<file path="src/shared/nvt_pkg.sv">
// Package for the non-volatile memory program and erase timing engine
package nvt_pkg;
	localparam int DIV_W = 8;
	localparam int CNT_W = 16;
	localparam logic [CNT_W-1:0] SWPGM_OP = 16'h0009;
	localparam logic [CNT_W-1:0] SWPGM_BUS = 16'h0019;
	localparam logic [CNT_W-1:0] BWPGM_OP = 16'h0004;
	localparam logic [CNT_W-1:0] BWPGM_BUS = 16'h0009;
	localparam logic [CNT_W-1:0] ERASE_OP = 16'h0FA0;
	localparam logic [CNT_W-1:0] MASS_OP = 16'h4E20;
	localparam logic [CNT_W-1:0] BLANK_SETUP = 16'h000A;
	localparam logic [CNT_W-1:0] ONE = 16'h0001;
	localparam logic [5:0] BURST_MAX = 6'h20;
	typedef enum logic [2:0] {
		CMD_PROGRAM,
		CMD_SECTOR_ERASE,
		CMD_MASS_ERASE,
		CMD_BLANK_CHECK
	} nvt_cmd_t;
	typedef enum logic [2:0] {
		ST_IDLE,
		ST_BUS,
		ST_OP,
		ST_SCAN
	} nvt_state_t;
endpackage

</file>
<file path="src/rtl/nvt_engine.sv">
// Program, erase and blank-check timing engine
// Notes on behaviour
// RL1: Time base from divided oscillator; no frequency check ever blocks commands.
// RL2: Software sets dividers for a 150 to 200 kHz operation clock.
// RL3: Single word program lasts 9 operation periods plus 25 bus cycles.
// RL4: Flash only bursts up to 32 words while the command pipeline stays filled.
// RL5: Each later burst word takes 4 operation periods plus 9 bus cycles.
// RL6: Sector erase takes about 4000 operation periods, no setup.
// RL7: Mass erase takes about 20000 operation periods, no setup.
// RL8: Blank check scans one word per cycle, stops at non-blank, plus 10 setup.
// RL9: Bus clock held at 1 MHz or more during program or erase.
// RL10: Busy held from launch until the timed operation fully completes.
`timescale 1ns/10ps
`default_nettype none
module nvt_engine
	import nvt_pkg::*;
(
	input wire logic clk,
	input wire logic sys_rst,
	input wire logic osc_tick,
	input wire logic [nvt_pkg::DIV_W-1:0] flash_clock_divider,
	input wire logic [nvt_pkg::DIV_W-1:0] eeprom_clock_divider,
	input wire logic cmd_valid,
	input wire nvt_pkg::nvt_cmd_t cmd_code,
	input wire logic cmd_eeprom,
	input wire logic [nvt_pkg::CNT_W-1:0] blank_words,
	input wire logic word_blank,
	output logic cmd_ready,
	output logic busy,
	output logic done,
	output logic blank_fail,
	output logic [nvt_pkg::CNT_W-1:0] scan_addr,
	output logic nvm_operation_clock
);
	import nvt_pkg::*;

	nvt_state_t state_reg, state_next;
	logic [CNT_W-1:0] cnt_reg, cnt_next, opcnt_reg, opcnt_next;
	logic [DIV_W-1:0] div_reg, div_next;
	logic [5:0] burst_reg, burst_next;
	logic eeprom_reg, eeprom_next, pgm_reg, pgm_next;
	logic busy_reg, busy_next, done_reg, done_next, fail_reg, fail_next;
	logic ready_reg, ready_next;
	logic [CNT_W-1:0] addr_reg, addr_next;
	logic opclk_reg, opclk_next, op_tick;
	logic [DIV_W-1:0] div_sel;

	// Divider runs on oscillator ticks and restarts on entry to ST_OP; no range check (RL1)
	assign div_sel = eeprom_reg ? eeprom_clock_divider : flash_clock_divider;
	// At or above: a divider switched to a smaller value must not wrap all the way round
	assign op_tick = osc_tick && (div_reg >= div_sel);

	always_comb begin
		state_next = state_reg;
		cnt_next = cnt_reg;
		opcnt_next = opcnt_reg;
		burst_next = burst_reg;
		eeprom_next = eeprom_reg;
		pgm_next = pgm_reg;
		busy_next = busy_reg;
		done_next = 1'b0;
		fail_next = fail_reg;
		addr_next = addr_reg;
		div_next = div_reg;
		opclk_next = opclk_reg;
		if (osc_tick) begin
			div_next = op_tick ? '0 : div_reg + 1'b1;
			if (op_tick) begin
				opclk_next = ~opclk_reg;
			end
		end
		unique case (state_reg)
			ST_IDLE: begin
				if (cmd_valid) begin
					// Launch sets busy (RL10)
					busy_next = 1'b1;
					eeprom_next = cmd_eeprom;
					fail_next = 1'b0;
					burst_next = '0;
					pgm_next = 1'b0;
					unique case (cmd_code)
						CMD_PROGRAM: begin
							// RL3 single word timing
							pgm_next = 1'b1;
							cnt_next = SWPGM_BUS;
							opcnt_next = SWPGM_OP;
							state_next = ST_BUS;
						end
						CMD_SECTOR_ERASE: begin
							// RL6 sector erase
							opcnt_next = ERASE_OP;
							state_next = ST_OP;
						end
						CMD_MASS_ERASE: begin
							// RL7 mass erase
							opcnt_next = MASS_OP;
							state_next = ST_OP;
						end
						default: begin
							// RL8 blank check setup
							cnt_next = BLANK_SETUP;
							addr_next = '0;
							state_next = ST_SCAN;
						end
					endcase
				end
			end
			ST_BUS: begin
				cnt_next = cnt_reg - ONE;
				if (cnt_reg == ONE) begin
					state_next = ST_OP;
				end
			end
			ST_OP: begin
				if (op_tick) begin
					opcnt_next = opcnt_reg - ONE;
					if (opcnt_reg == ONE) begin
						// RL4 burst continues only on a queued flash program
						if (pgm_reg && !eeprom_reg && cmd_valid && cmd_code == CMD_PROGRAM
								&& !cmd_eeprom && burst_reg < BURST_MAX - 6'h01) begin
							burst_next = burst_reg + 6'h01;
							// RL5 shorter burst word
							cnt_next = BWPGM_BUS;
							opcnt_next = BWPGM_OP;
							state_next = ST_BUS;
						end else begin
							// RL10 clear busy at completion
							busy_next = 1'b0;
							done_next = 1'b1;
							state_next = ST_IDLE;
						end
					end
				end
			end
			ST_SCAN: begin
				if (cnt_reg != '0) begin
					cnt_next = cnt_reg - ONE;
				end else if (!word_blank || addr_reg == blank_words) begin
					// RL8 stop at first non-blank word
					fail_next = !word_blank && addr_reg != blank_words;
					busy_next = 1'b0;
					done_next = 1'b1;
					state_next = ST_IDLE;
				end else begin
					addr_next = addr_reg + ONE;
				end
			end
			default: state_next = ST_IDLE;
		endcase
		// RL3 whole first period
		// Restart divider on entry; a free-running phase would cut the first period short
		if (state_next == ST_OP && state_reg != ST_OP) begin
			div_next = '0;
		end
		ready_next = !busy_next;
	end

	always_ff @(posedge clk) begin
		if (sys_rst) begin
			state_reg <= ST_IDLE;
			cnt_reg <= '0;
			opcnt_reg <= '0;
			burst_reg <= '0;
			eeprom_reg <= 1'b0;
			pgm_reg <= 1'b0;
			busy_reg <= 1'b0;
			done_reg <= 1'b0;
			fail_reg <= 1'b0;
			addr_reg <= '0;
			div_reg <= '0;
			opclk_reg <= 1'b0;
			ready_reg <= 1'b1;
		end else begin
			state_reg <= state_next;
			cnt_reg <= cnt_next;
			opcnt_reg <= opcnt_next;
			burst_reg <= burst_next;
			eeprom_reg <= eeprom_next;
			pgm_reg <= pgm_next;
			busy_reg <= busy_next;
			done_reg <= done_next;
			fail_reg <= fail_next;
			addr_reg <= addr_next;
			div_reg <= div_next;
			opclk_reg <= opclk_next;
			ready_reg <= ready_next;
		end
	end

	assign busy = busy_reg;
	assign cmd_ready = ready_reg;
	assign done = done_reg;
	assign blank_fail = fail_reg;
	assign scan_addr = addr_reg;
	assign nvm_operation_clock = opclk_reg;

	// Reference counters for checks
	logic [CNT_W-1:0] run_len;
	always_ff @(posedge clk) begin
		if (sys_rst || !busy_reg) begin
			run_len <= '0;
		end else begin
			run_len <= run_len + ONE;
		end
	end
	// Cycles spent so far in the current bus-count phase
	logic [CNT_W-1:0] bus_run;
	always_ff @(posedge clk) begin
		if (sys_rst || state_reg != ST_BUS) begin
			bus_run <= '0;
		end else begin
			bus_run <= bus_run + ONE;
		end
	end
endmodule
`default_nettype wire

</file>
<file path="config.mk">
export PLATFORM = sky130hd
export DESIGN_NAME = nvt_engine
export DESIGN_NICKNAME = d
export VERILOG_FILES = /design/src/shared/nvt_pkg.sv /design/src/rtl/nvt_engine.sv
export SDC_FILE = /design/constraint.sdc
export NUM_CORES = 1
export LEC_CHECK = 0
export BUFFER_PORTS_ARGS = -buffer_cell sky130_fd_sc_hd__buf_2
export CAP_MARGIN = 20
export CORE_MARGIN = 1.5
export CORE_UTILIZATION = 45
export DETAILED_ROUTE_END_ITERATION = 8
export PLACE_DENSITY = 0.62
export SLEW_MARGIN = 30
export SYNTH_ARGS = -nofsm -noshare
export SYNTH_HDL_FRONTEND = slang
export SYNTH_SLANG_ARGS = --single-unit
export TNS_END_PERCENT = 20
</file>
<file path="constraint.sdc">
create_clock -name clk -period 5.5 [get_ports clk]
set_input_delay 1.1 -clock clk [delete_from_list [all_inputs] [get_ports clk]]
set_output_delay 1.1 -clock clk [all_outputs]
set_load 0.01 [all_outputs]
</file>
==> results.txt, run 1 <==
----------------------------------------------------
[Synthesis]
  Share of Yosys cell area claimed by the top area cell type ... 0.324
  Number of warnings issued by yosys ... 0
  Commonest register cell after synthesis ... dfxtp_1
  Mean instance size in the synthesized netlist ... 8.03 um2
  Most common cell in the synthesized netlist ... dfxtp_1
  Post-Syn Instances ... 553
  FFs w/ async S/R, synth ... 0
  Cell type with the highest aggregate area in the netlist ... dfxtp_1
  Part of the Yosys area used for sequential elements ... 0.324
  Synth area leaders ... dfxtp_1 32%, a21oi_1 6.2%, xor2_1 4.7%
  Number of register bits inferred by synthesis ... 72
  Post-synth top cells ... 72 x dfxtp_1, 55 x a21oi_1, 51 x nor2_1
  Nets in the synthesized netlist ... roughly 610
  Netlist area before placement ... 4440 um2
  Post-synth cell types ... 65
  Number of enable flip-flop cells after synthesis ... 0

[Worst hold path]
  Worst hold start ... blank_fail
  Worst Hold Path EP ... blank_fail
  Path category of the worst min-delay check ... reg -> reg
  Worst hold stages ... 2

[Pwr]
  Power density of the placed cells ... 250 nW/um2
  Leakage power summed over all cells ... 0.00199 uW
  Worst vdd ir ... ~0.11 mV

[Place]
  Setup WS pre-CTS ... between 1.5 and 2 ns
  Buffers added on ports ... 61
  Final RePlAce weighted congestion ... 0.827
  HPWL after DPL ... 8570 um
  Post-Place Cells ... 726

[STA]
  Hold Fails Final Rpt ... 0
  Min setup slack post-route ... approximately 2.1 ns
  Smallest hold slack ... 0.473 ns
  Setup Skew ... 0.00963 ns
  Final Max Tran Viols ... 0
  Max Clock Freq ... just under 0.3 GHz
  Setup repair after global routing missed its margin ... no
  Endpoints failing setup ... 0
  Crit share post-route ... 0.612
  Slew @ Worst Pin ... 0.828 ns
  Crit path time final ... ~3.4 ns
  Relative max-transition margin ... 0.448
  Setup TNS after final layout ... 0 ns

[Layout]
  Number of nets in the layout ... 660
  Fraction of layout cells with a size suffix above 1 ... 0.169
  Antenna diodes ... 0
  End-of-flow core utilization ... 0.524
  Final std cells w/o fill ... 742
  Signed area change from the synthesized netlist to the final layout ... 14.3%

[Setup path]
  Minimum setup slack among reg-to-reg paths ... 2.35 ns
  Reg2Reg Launch Point ... eeprom_reg
  Kind of end point of the critical path ... register
  Data required time of the worst path ... 5.71 ns
  Critical path fanouts, max ... 18
  Setup CP Type ... in -> reg
  Depth of the worst register-to-register path ... 8
  Crit path arrival time ... approximately 3.6 ns
  Critical path launch point type ... input port
  Endpoint of the worst-slack reg-to-reg timing path ... opcnt_reg[14]

[Route]
  Antenna-violating nets left ... 0
  Number of vias in the routed layout ... 4436
  Routed len/inst ... 16.0 um
  Residual DRC count ... 0
  Number of DRC markers after the initial detailed-route iteration ... 229
  Vias per Instance ... 5.98
  Wire length reported by the detailed router ... about 12000 um
  First-pass detailed-route iteration total ... 6

[Outcome]
  Outcome ... complete, no violations

[Clock tree]
  Number of hold-repair buffers added at the cts stage ... 0
  CTS max path bufs ... 2
  Clock-pin slew of the registers on the worst-case setup and hold paths ... 0.08 ns
  Clock latency on the worst-skew pair ... roughly 0.35 ns
  Clock Root Buffer ... clkbuf_8
  TritonCTS sink count ... 72
  Number of buffers inserted by post-CTS setup repair ... 0
  Post-cts gate resize count ... 0
  TritonCTS Buffers ... 9
  Clock H-tree levels ... 3
  Clock tree from TritonCTS ... done

[Floorplanning]
  Die Height ... approximately 100 um
  Cell Rows ... 36
  Initial Utilization ... 0.459
  Total core area ... 9680 um2
  Overall die area ... 10500 um2
  Die X-Extent ... 102 um
  Boundary Pins ... 62

[Run]
  Max-capacitance violation count ... 0

[Global routing]
  Total grt overflow ... 0
  Antenna violations before repair ... 0
  Wire length of the first global-routing pass ... between 15000 and 20000 um
  Maximum number of pins on one net before global-route repair ... 37
  Total global-route track usage ... 0.237
  Vias in the first global route ... between 4000 and 5000

----------------------------------------------------
cell type report:
class / count / area (um2)
Tap cell: 133 / 166
Clock inverter: 5 / 103
Clock buffer: 11 / 151
Multi-Input combinational cell: 443 / 2840
Inverter: 14 / 52.6
Sequential cell: 72 / 1440
Timing Repair Buffer: 64 / 328
Fill cell: 959 / 4610
worst max path at each step:
stage | startpoint | to | slack, ns
final | cmd_code[2] | cnt_reg[9] | 2.14
after global routing | cmd_code[2] | cnt_reg[9] | 1.84
after CTS | cmd_code[2] | cnt_reg[5] | 2.07
after detailed placement | cmd_code[2] | cnt_reg[9] | 1.70
after global placement | cmd_code[2] | cnt_reg[11] | 1.84
after floorplan | eeprom_clock_divider[0] | cnt_reg[3] | 1.97
worst max-delay path: stages:
cell and delay (ns):
buf_2 0.14, nor3_1 0.59, nand4_1 0.37, nor3_2 0.40
a21oi_1 0.12, buf_4 0.21, o31ai_1 0.57, a21oi_1 0.08
cell families (layout without fill, tap and decap cells):
family	count (synthesis)	in the layout	synth area share
other	1	1	0.000844
AND/OR/NAND/NOR	226	226	0.281
adder cells (fa/ha/maj)	15	15	0.0422
buffers and inverters	38	94	0.0386
flip-flops	72	72	0.324
AO/OA/AOI/OAI	162	162	0.232
XOR/XNOR	27	27	0.0532
multiplexers	12	12	0.0276
report_power, final:
group	internal (uW)	leakage [uW]	switching (uW)
Clock	325	0.000126	206
Sequential	532	0.000583	15.0
Combinational	71.8	0.00128	119
per-stage QoR:
step                      area, um2  total power [uW]
after floorplan                4440               690
after global placement         4820               744
after detailed placement       4820               748
after CTS                      5080              1280
after global routing           5080              1330
final                          5080              1270
routing by layer:
metal,global-route usage,vias up,wire [um],share of wire
met3,0.0417,23,532,0.045
met5,0,-,0,0
met2,0.384,113,5570,0.47
met1,0.309,2102,5440,0.46
met4,0.106,0,318,0.027
li1,-,2198,-,-
cell usage in the layout, fill, tap and decap left out, drive strengths merged, types with 4 or more instances in the layout:
master	count
inv	14
dfxtp	72
nand2	28
nor4	11
xor2	24
o21ai	37
o311ai	5
or4	11
nand3	19
and3	10
nand2b	6
mux2i	10
buf	64
nor3	25
a31oi	12
ha	15
and2	4
and4	4
nor2	52
o41ai	4
or2	5
a21oi	55
or3	18
nand4	18
o211ai	7
clkbuf	11
nor4b	5
o31ai	14
No activity file was read; power rests on OpenSTA's default activity.
==> run 2, diff against run 1 <==
--- a/config.mk
+++ b/config.mk
@@ -5,12 +5,13 @@
 export SDC_FILE = /design/constraint.sdc
 export NUM_CORES = 1
 export LEC_CHECK = 0
+export ABC_AREA = 1
 export BUFFER_PORTS_ARGS = -buffer_cell sky130_fd_sc_hd__buf_2
 export CAP_MARGIN = 20
 export CORE_MARGIN = 1.5
 export CORE_UTILIZATION = 45
 export DETAILED_ROUTE_END_ITERATION = 8
-export PLACE_DENSITY = 0.62
+export PLACE_DENSITY = 0.61
 export SLEW_MARGIN = 30
 export SYNTH_ARGS = -nofsm -noshare
 export SYNTH_HDL_FRONTEND = slang
==> constraint.sdc (replaced) <==
create_clock -name clk -period 3.2 [get_ports clk]
set_input_delay 0.64 -clock clk [delete_from_list [all_inputs] [get_ports clk]]
set_output_delay 0.64 -clock clk [all_outputs]
set_load 0.01 [all_outputs]
==> run 2 against run 1 <==
Core utilization fell by 1.1 points. Largest power group unchanged. Sequential power rose by 78%. Highest routed layer unchanged. Non-clock buffer count rose by 1. Critical path type is now reg -> reg. Area after synthesis rose by 12%.
==> results.txt, run 2 <==
----------------------------------------------------
[Outcome]
  Outcome ... complete, no violations

[Route]
  Wire length reported by the detailed router ... 11800 um
  Antenna-violating nets left ... 0
  Vias per Instance ... 5.01
  Routed len/inst ... 12.1 um
  Number of vias in the routed layout ... a little under 5000
  Residual DRC count ... 0
  First-pass detailed-route iteration total ... 4
  Number of DRC markers after the initial detailed-route iteration ... about 250

[Synthesis]
  Commonest register cell after synthesis ... dfxtp_1
  Post-synth top cells ... 182 x nand2_1, 127 x nor2_1, 78 x inv_1
  Share of Yosys cell area claimed by the top area cell type ... 0.291
  Post-synth cell types ... 45
  Netlist area before placement ... a little under 5000 um2
  Part of the Yosys area used for sequential elements ... 0.291
  Number of warnings issued by yosys ... 0
  Nets in the synthesized netlist ... about 830
  Most common cell in the synthesized netlist ... nand2_1
  Number of register bits inferred by synthesis ... 72
  Post-Syn Instances ... 775
  Number of enable flip-flop cells after synthesis ... 0
  Synth area leaders ... dfxtp_1 29%, nand2_1 14%, nor2_1 9.6%
  Mean instance size in the synthesized netlist ... approximately 6.4 um2
  FFs w/ async S/R, synth ... 0
  Cell type with the highest aggregate area in the netlist ... dfxtp_1

[Setup path]
  Depth of the worst register-to-register path ... 13
  Minimum setup slack among reg-to-reg paths ... 0.51 ns
  Maximum single-stage delay on the critical path ... ~0.67 ns
  Endpoint of the worst-slack reg-to-reg timing path ... opcnt_reg[9]
  Reg2Reg Launch Point ... eeprom_reg
  Data required time of the worst path ... 3.44 ns
  Critical path launch point type ... register
  Setup CP Type ... reg -> reg
  Kind of end point of the critical path ... register
  Crit path arrival time ... 2.93 ns
  Most used cell along the critical path ... nand2_2
  Critical Path Slowest Stage Cell ... dfxtp_1
  Critical path fanouts, max ... 16
  Crit-path leading delay family ... simple AND/OR/NAND/NOR gates
  Ordered cell list for the critical path ... mux2i_1 -> ha_1 -> nand2_1 -> inv_1 -> nor2_1 -> o21a_1 -> nand2_1 -> nand2_2 -> nand2_2 -> nand2_2 -> inv_2 -> o21ai_0 -> a21oi_1
  Worst Path Buf+Inv ... 2

[Layout]
  Most common cell after layout, fill and taps aside ... nand2_1
  Antenna diodes ... 0
  Most used cells in the layout excluding fill and tap cells ... 182 x nand2_1, 127 x nor2_1, 78 x inv_1
  Final std cells w/o fill ... 973
  Signed area change from the synthesized netlist to the final layout ... 11.6%
  Multi-input combinational cell area ... 3050 um2
  Number of nets in the layout ... around 900
  FF/Latch Area ... around 1400 um2
  Fillers ... 1152
  Fraction of layout cells with a size suffix above 1 ... 0.172

[STA]
  Setup Skew ... approximately 0.0099 ns
  Setup TNS after final layout ... 0 ns
  Final Max Tran Viols ... 0
  Hold Fails Final Rpt ... 0
  Relative max-transition margin ... 0.595
  Setup repair after global routing missed its margin ... no
  Endpoints failing setup ... 0
  Slew @ Worst Pin ... 0.602 ns
  Crit share post-route ... 0.841
  Max Clock Freq ... 0.371 GHz
  Crit path time final ... between 2 and 3 ns

[Floorplanning]
  Die X-Extent ... between 100 and 150 um
  Die Height ... 108 um
  Total core area ... 10800 um2
  Initial Utilization ... 0.460
  Overall die area ... 11700 um2
  Boundary Pins ... just over 60
  Cell Rows ... 38

[Worst hold path]
  Path category of the worst min-delay check ... reg -> reg
  Worst hold stages ... 2
  Worst hold start ... burst_reg[5]
  Worst Hold Path EP ... burst_reg[5]

[Clock tree]
  Number of buffers inserted by post-CTS setup repair ... 0
  Number of hold-repair buffers added at the cts stage ... 0
  Clock tree from TritonCTS ... done
  TritonCTS Buffers ... 9
  Post-cts gate resize count ... 0
  Clock-pin slew of the registers on the worst-case setup and hold paths ... 0.08 ns
  TritonCTS sink count ... between 70 and 80
  Clock Root Buffer ... clkbuf_8
  Clock H-tree levels ... 3
  Clock latency on the worst-skew pair ... about 0.36 ns
  CTS max path bufs ... 2

[Place]
  Buffers added on ports ... 61
  HPWL after DPL ... 8830 um
  Final RePlAce weighted congestion ... 0.805
  Post-Place Cells ... about 960

[Global routing]
  Wire length of the first global-routing pass ... 20100 um
  Antenna violations before repair ... 0
  Maximum number of pins on one net before global-route repair ... 36
  Total grt overflow ... 0
  Total global-route track usage ... 0.214
  Vias in the first global route ... 4507

[Pwr]
  Clock network power share ... 0.331
  Worst vdd ir ... around 0.17 mV
  Power density of the placed cells ... 401 nW/um2
  Total internal power ... approximately 1500 uW
  Portion of total power attributed to sequential cells ... 0.438
  Leakage power summed over all cells ... 0.00248 uW
  Combinational share of power ... 0.231
  Switching Fraction ... 0.324
  Switching power of the nets ... roughly 700 uW

[Run]
  Max-capacitance violation count ... 0

----------------------------------------------------
run 2: changes by cell type in the layout (fill, tap and decap cells not counted), moves of 12 or more:
cell | previous run | this run
nand2_1 | 28 | 182
nor2_1 | 50 | 127
inv_1 | 14 | 78
nand3_1 | 19 | 44
nand2_2 | 0 | 20
or3_1 | 18 | 0
a21oi_1 | 55 | 43
run 2: cell families after synthesis:
kind of cell,synth area share
AO/OA/AOI/OAI,0.119
flip-flops,0.291
AND/OR/NAND/NOR,0.383
other,0.000756
XOR/XNOR,0.0618
buffers and inverters,0.0936
adder cells (fa/ha/maj),0.0378
multiplexers,0.0141
run 2: layout make-up:
type / count / area share
Multi-Input combinational cell: 592 / 0.552
Sequential cell: 72 / 0.260
Timing Repair Buffer: 65 / 0.0606
Inverter: 89 / 0.0606
Tap cell: 140 / 0.0316
Clock buffer: 10 / 0.0249
Clock inverter: 5 / 0.0104
run 2: routing by layer:
metal,part of all wire,track usage,wire [um]
met5,0,0,0
met3,0.039,0.0259,456
met2,0.46,0.356,5410
met4,0.016,0.0855,192
met1,0.49,0.281,5710
run 2: power groups by stage:
stage	Sequential (uW)	Combinational (uW)	Clock, uW
after floorplan	982	409	0
after global placement	991	503	0
after detailed placement	992	512	0
after CTS	971	517	756
after global routing	977	587	791
final	971	514	735
run 2: worst register-to-register path, delay by kind of cell (launching register included):
kind,cells,cell delay [ns]
multiplexers,1,0.25
flip-flops,1,0.67
buffers and inverters,2,0.22
adder cells (fa/ha/maj),1,0.26
AO/OA/AOI/OAI,3,0.37
AND/OR/NAND/NOR,6,0.81
run 2: worst max path at each step:
stage | from | cells past startpoint | slack, ns | endpoint
5_1_grt | eeprom_reg | 14 | 0.17 | opcnt_reg[5]
3_5_place_dp | eeprom_reg | 13 | 0.53 | opcnt_reg[9]
2_1_floorplan | eeprom_reg | 15 | 0.77 | opcnt_reg[0]
3_3_place_gp | eeprom_reg | 13 | 0.60 | opcnt_reg[5]
4_1_cts | eeprom_reg | 13 | 0.51 | opcnt_reg[11]
6_report | eeprom_reg | 13 | 0.51 | opcnt_reg[9]
run 2: through the flow:
step	total power, uW	utilization	hold WS (ns)	setup slack (ns)	instance area [um2]
5_1_grt	2360	0.513	0.497	0.169	5540
2_1_floorplan	1390	-	0.427	0.771	4960
3_5_place_dp	1500	0.495	0.451	0.531	5340
6_report	2220	0.513	0.463	0.508	5540
3_3_place_gp	1490	0.495	0.439	0.602	5340
4_1_cts	2240	0.513	0.464	0.511	5540
==> run 3, diff against run 2 <==
--- a/config.mk
+++ b/config.mk
@@ -5,13 +5,13 @@
 export SDC_FILE = /design/constraint.sdc
 export NUM_CORES = 1
 export LEC_CHECK = 0
-export ABC_AREA = 1
+export ABC_AREA = 0
 export BUFFER_PORTS_ARGS = -buffer_cell sky130_fd_sc_hd__buf_2
 export CAP_MARGIN = 20
 export CORE_MARGIN = 1.5
 export CORE_UTILIZATION = 45
 export DETAILED_ROUTE_END_ITERATION = 8
-export PLACE_DENSITY = 0.61
+export PLACE_DENSITY = 0.62
 export SLEW_MARGIN = 30
 export SYNTH_ARGS = -nofsm -noshare
 export SYNTH_HDL_FRONTEND = slang
==> constraint.sdc (replaced) <==
create_clock -name clk -period 2.5 [get_ports clk]
set_input_delay 0.5 -clock clk [delete_from_list [all_inputs] [get_ports clk]]
set_output_delay 0.5 -clock clk [all_outputs]
set_load 0.01 [all_outputs]
==> run 3 against run 2 <==
The run now ends with negative setup slack left. Critical endpoint is now cnt_reg[15]. First-iteration DRC count is 4.5% lower. Combinational power is 11% higher. Sequential power is 23% higher.
==> results.txt, run 3 (synthesis results as in run 1) <==
----------------------------------------------------
[Pwr]
  Leakage power summed over all cells ... 0.00240 uW
  Power density of the placed cells ... 474 nW/um2
  Power, Total ... approximately 2800 uW
  Worst vdd ir ... between 0.2 and 0.3 mV

[STA]
  Relative max-transition margin ... 0.583
  Setup repair after global routing missed its margin ... yes
  Slew @ Worst Pin ... approximately 0.63 ns
  Hold Fails Final Rpt ... 0
  Setup Skew ... about 0.0092 ns
  Setup TNS after final layout ... -1.09 ns
  Final Max Tran Viols ... 0
  Crit share post-route ... 1.03
  Endpoints failing setup ... 24
  Crit path time final ... 2.59 ns
  Min setup slack post-route ... -0.0868 ns
  Max Clock Freq ... 0.387 GHz

[Clock tree]
  TritonCTS sink count ... 72
  Clock latency on the worst-skew pair ... 0.35 ns
  CTS max path bufs ... 2
  Clock H-tree levels ... 3
  TritonCTS Buffers ... 9
  Clock-pin slew of the registers on the worst-case setup and hold paths ... 0.08 ns
  Clock Root Buffer ... clkbuf_8
  Clock tree from TritonCTS ... done

[Global routing]
  Wire length of the first global-routing pass ... roughly 21000 um
  Maximum number of pins on one net before global-route repair ... 36
  Total global-route track usage ... 0.250
  Total grt overflow ... 0
  Antenna violations before repair ... 0
  Vias in the first global route ... 4475

[Layout]
  End-of-flow core utilization ... 0.605
  Most common cell after layout, fill and taps aside ... buf_4
  Signed area change from the synthesized netlist to the final layout ... 31.9%
  Fraction of layout cells with a size suffix above 1 ... 0.310
  Antenna diodes ... 0
  Most used cells in the layout excluding fill and tap cells ... 72 x buf_4, 71 x dfxtp_1, 61 x buf_2
  Multi-input combinational cell area ... 3030 um2
  FF/Latch Area ... 1450 um2
  Fillers ... roughly 890
  Number of nets in the layout ... 737

[Route]
  Routed len/inst ... 15.6 um
  Number of vias in the routed layout ... 4802
  Met2 WL ... 6320 um
  Routed metal-1 wire length ... 5730 um
  First-pass detailed-route iteration total ... 4
  Antenna-violating nets left ... 0
  Vias per Instance ... 5.86
  Number of DRC markers after the initial detailed-route iteration ... 236
  Wire length reported by the detailed router ... approximately 13000 um
  Residual DRC count ... 0
  Met3 WL ... approximately 560 um
  Uppermost signal routing layer after detailed routing ... met4

[Setup path]
  Setup CP Type ... reg -> reg
  Critical path fanouts, max ... 6
  Maximum single-stage delay on the critical path ... roughly 0.46 ns
  Data required time of the worst path ... 2.78 ns
  Minimum setup slack among reg-to-reg paths ... -0.09 ns
  Worst Path Buf+Inv ... 2
  Crit path arrival time ... around 2.9 ns
  Crit-path leading delay family ... simple AND/OR/NAND/NOR gates
  Critical path launch point type ... register
  Kind of end point of the critical path ... register
  Critical Path Slowest Stage Cell ... or4_1
  Launching element of the worst setup path ... eeprom_reg
  Reg2Reg Launch Point ... eeprom_reg
  Ordered cell list for the critical path ... buf_12 -> mux2i_2 -> ha_1 -> and2_4 -> and4_4 -> a32o_2 -> a21oi_4 -> buf_6 -> or4_1 -> a21oi_1

[Place]
  Buffers added on ports ... 61
  HPWL after DPL ... 9170 um
  Final RePlAce weighted congestion ... 0.868
  Setup WS pre-CTS ... -0.257 ns

[Outcome]
  Violated checks ... negative setup slack
  Outcome ... finished with violations

[Floorplanning]
  Initial Utilization ... 0.459
  Die X-Extent ... a little over 100 um
  Total core area ... 9680 um2
  Die Height ... 102 um
  Cell Rows ... 36
  Overall die area ... roughly 10000 um2
  Boundary Pins ... 62

[Run]
  Max-capacitance violation count ... 0

[Worst hold path]
  Worst hold start ... pgm_reg
  Path category of the worst min-delay check ... reg -> reg

----------------------------------------------------
-- run 3: cell types whose count changed in the layout (fill, tap and decap cells not counted), sizes merged, moves of 9 or more --
| cell | previous run | this run |
|---|---|---|
| or4 | 0 | 11 |
| nor4 | 1 | 11 |
| buf | 65 | 141 |
| nand4 | 7 | 18 |
| nor2 | 142 | 52 |
| nand3 | 45 | 19 |
| xnor2 | 12 | 3 |
| or3 | 0 | 18 |
| nand2 | 203 | 28 |
| inv | 88 | 14 |
| o31ai | 1 | 14 |
| and3 | 1 | 10 |
-- run 3: area by class of cell --
cell class,count,share of cell area
timing repair buffer,141,0.161
inverter,14,0.00897
sequential,72,0.247
tap,133,0.0284
clock inverter,2,0.00598
clock buffer,14,0.0312
multi-input combinational,443,0.518
-- run 3: final timing paths --
path              cells past startpoint     endpoint
hold / removal                        2      pgm_reg
setup reg to reg                     10  cnt_reg[15]
setup / recovery                     10  cnt_reg[15]
hold reg to reg                       2      pgm_reg
-- run 3: repair_timing --
| action | CTS | global route |
|---|---|---|
| hold buffers | 0 | 0 |
| endpoints found under the setup margin | 49 | 61 |
| setup buffers | 2 | 3 |
| gates resized for setup | 20 | 28 |
| hold endpoints to repair | 0 | 0 |
| pin swaps | 11 | 22 |
-- run 3: power breakdown --
part / switching (uW) / internal (uW)
clock: 440 / 570
sequential: 24.4 / 1170
combinational: 313 / 258
total: 778 / 2000
-- run 3: stage by stage --
stage / instance area [um2] / std cells / hold slack, ns
final: 5860 / 819 / 0.475
after CTS: 5730 / 816 / 0.475
after floorplan: 4510 / 553 / 0.438
after detailed placement: 5420 / 798 / 0.467
after global routing: 5860 / 819 / 0.496
after global placement: 5420 / 798 / 0.452
-- run 3: routing by layer --
layer  global-route usage  vias up
li1                     -     2351
met1                0.329     2309
met2                0.422      126
met3               0.0308       16
met4               0.0864        0
met5                    0        -
-- run 3: worst register-to-register path, cell delays in order, from the launching register on --
cell and delay, ns:
dfxtp_4 0.37, buf_12 0.13, mux2i_2 0.14, ha_1 0.30, and2_4 0.15, and4_4 0.25
a32o_2 0.30, a21oi_4 0.13, buf_6 0.16, or4_1 0.46, a21oi_1 0.15
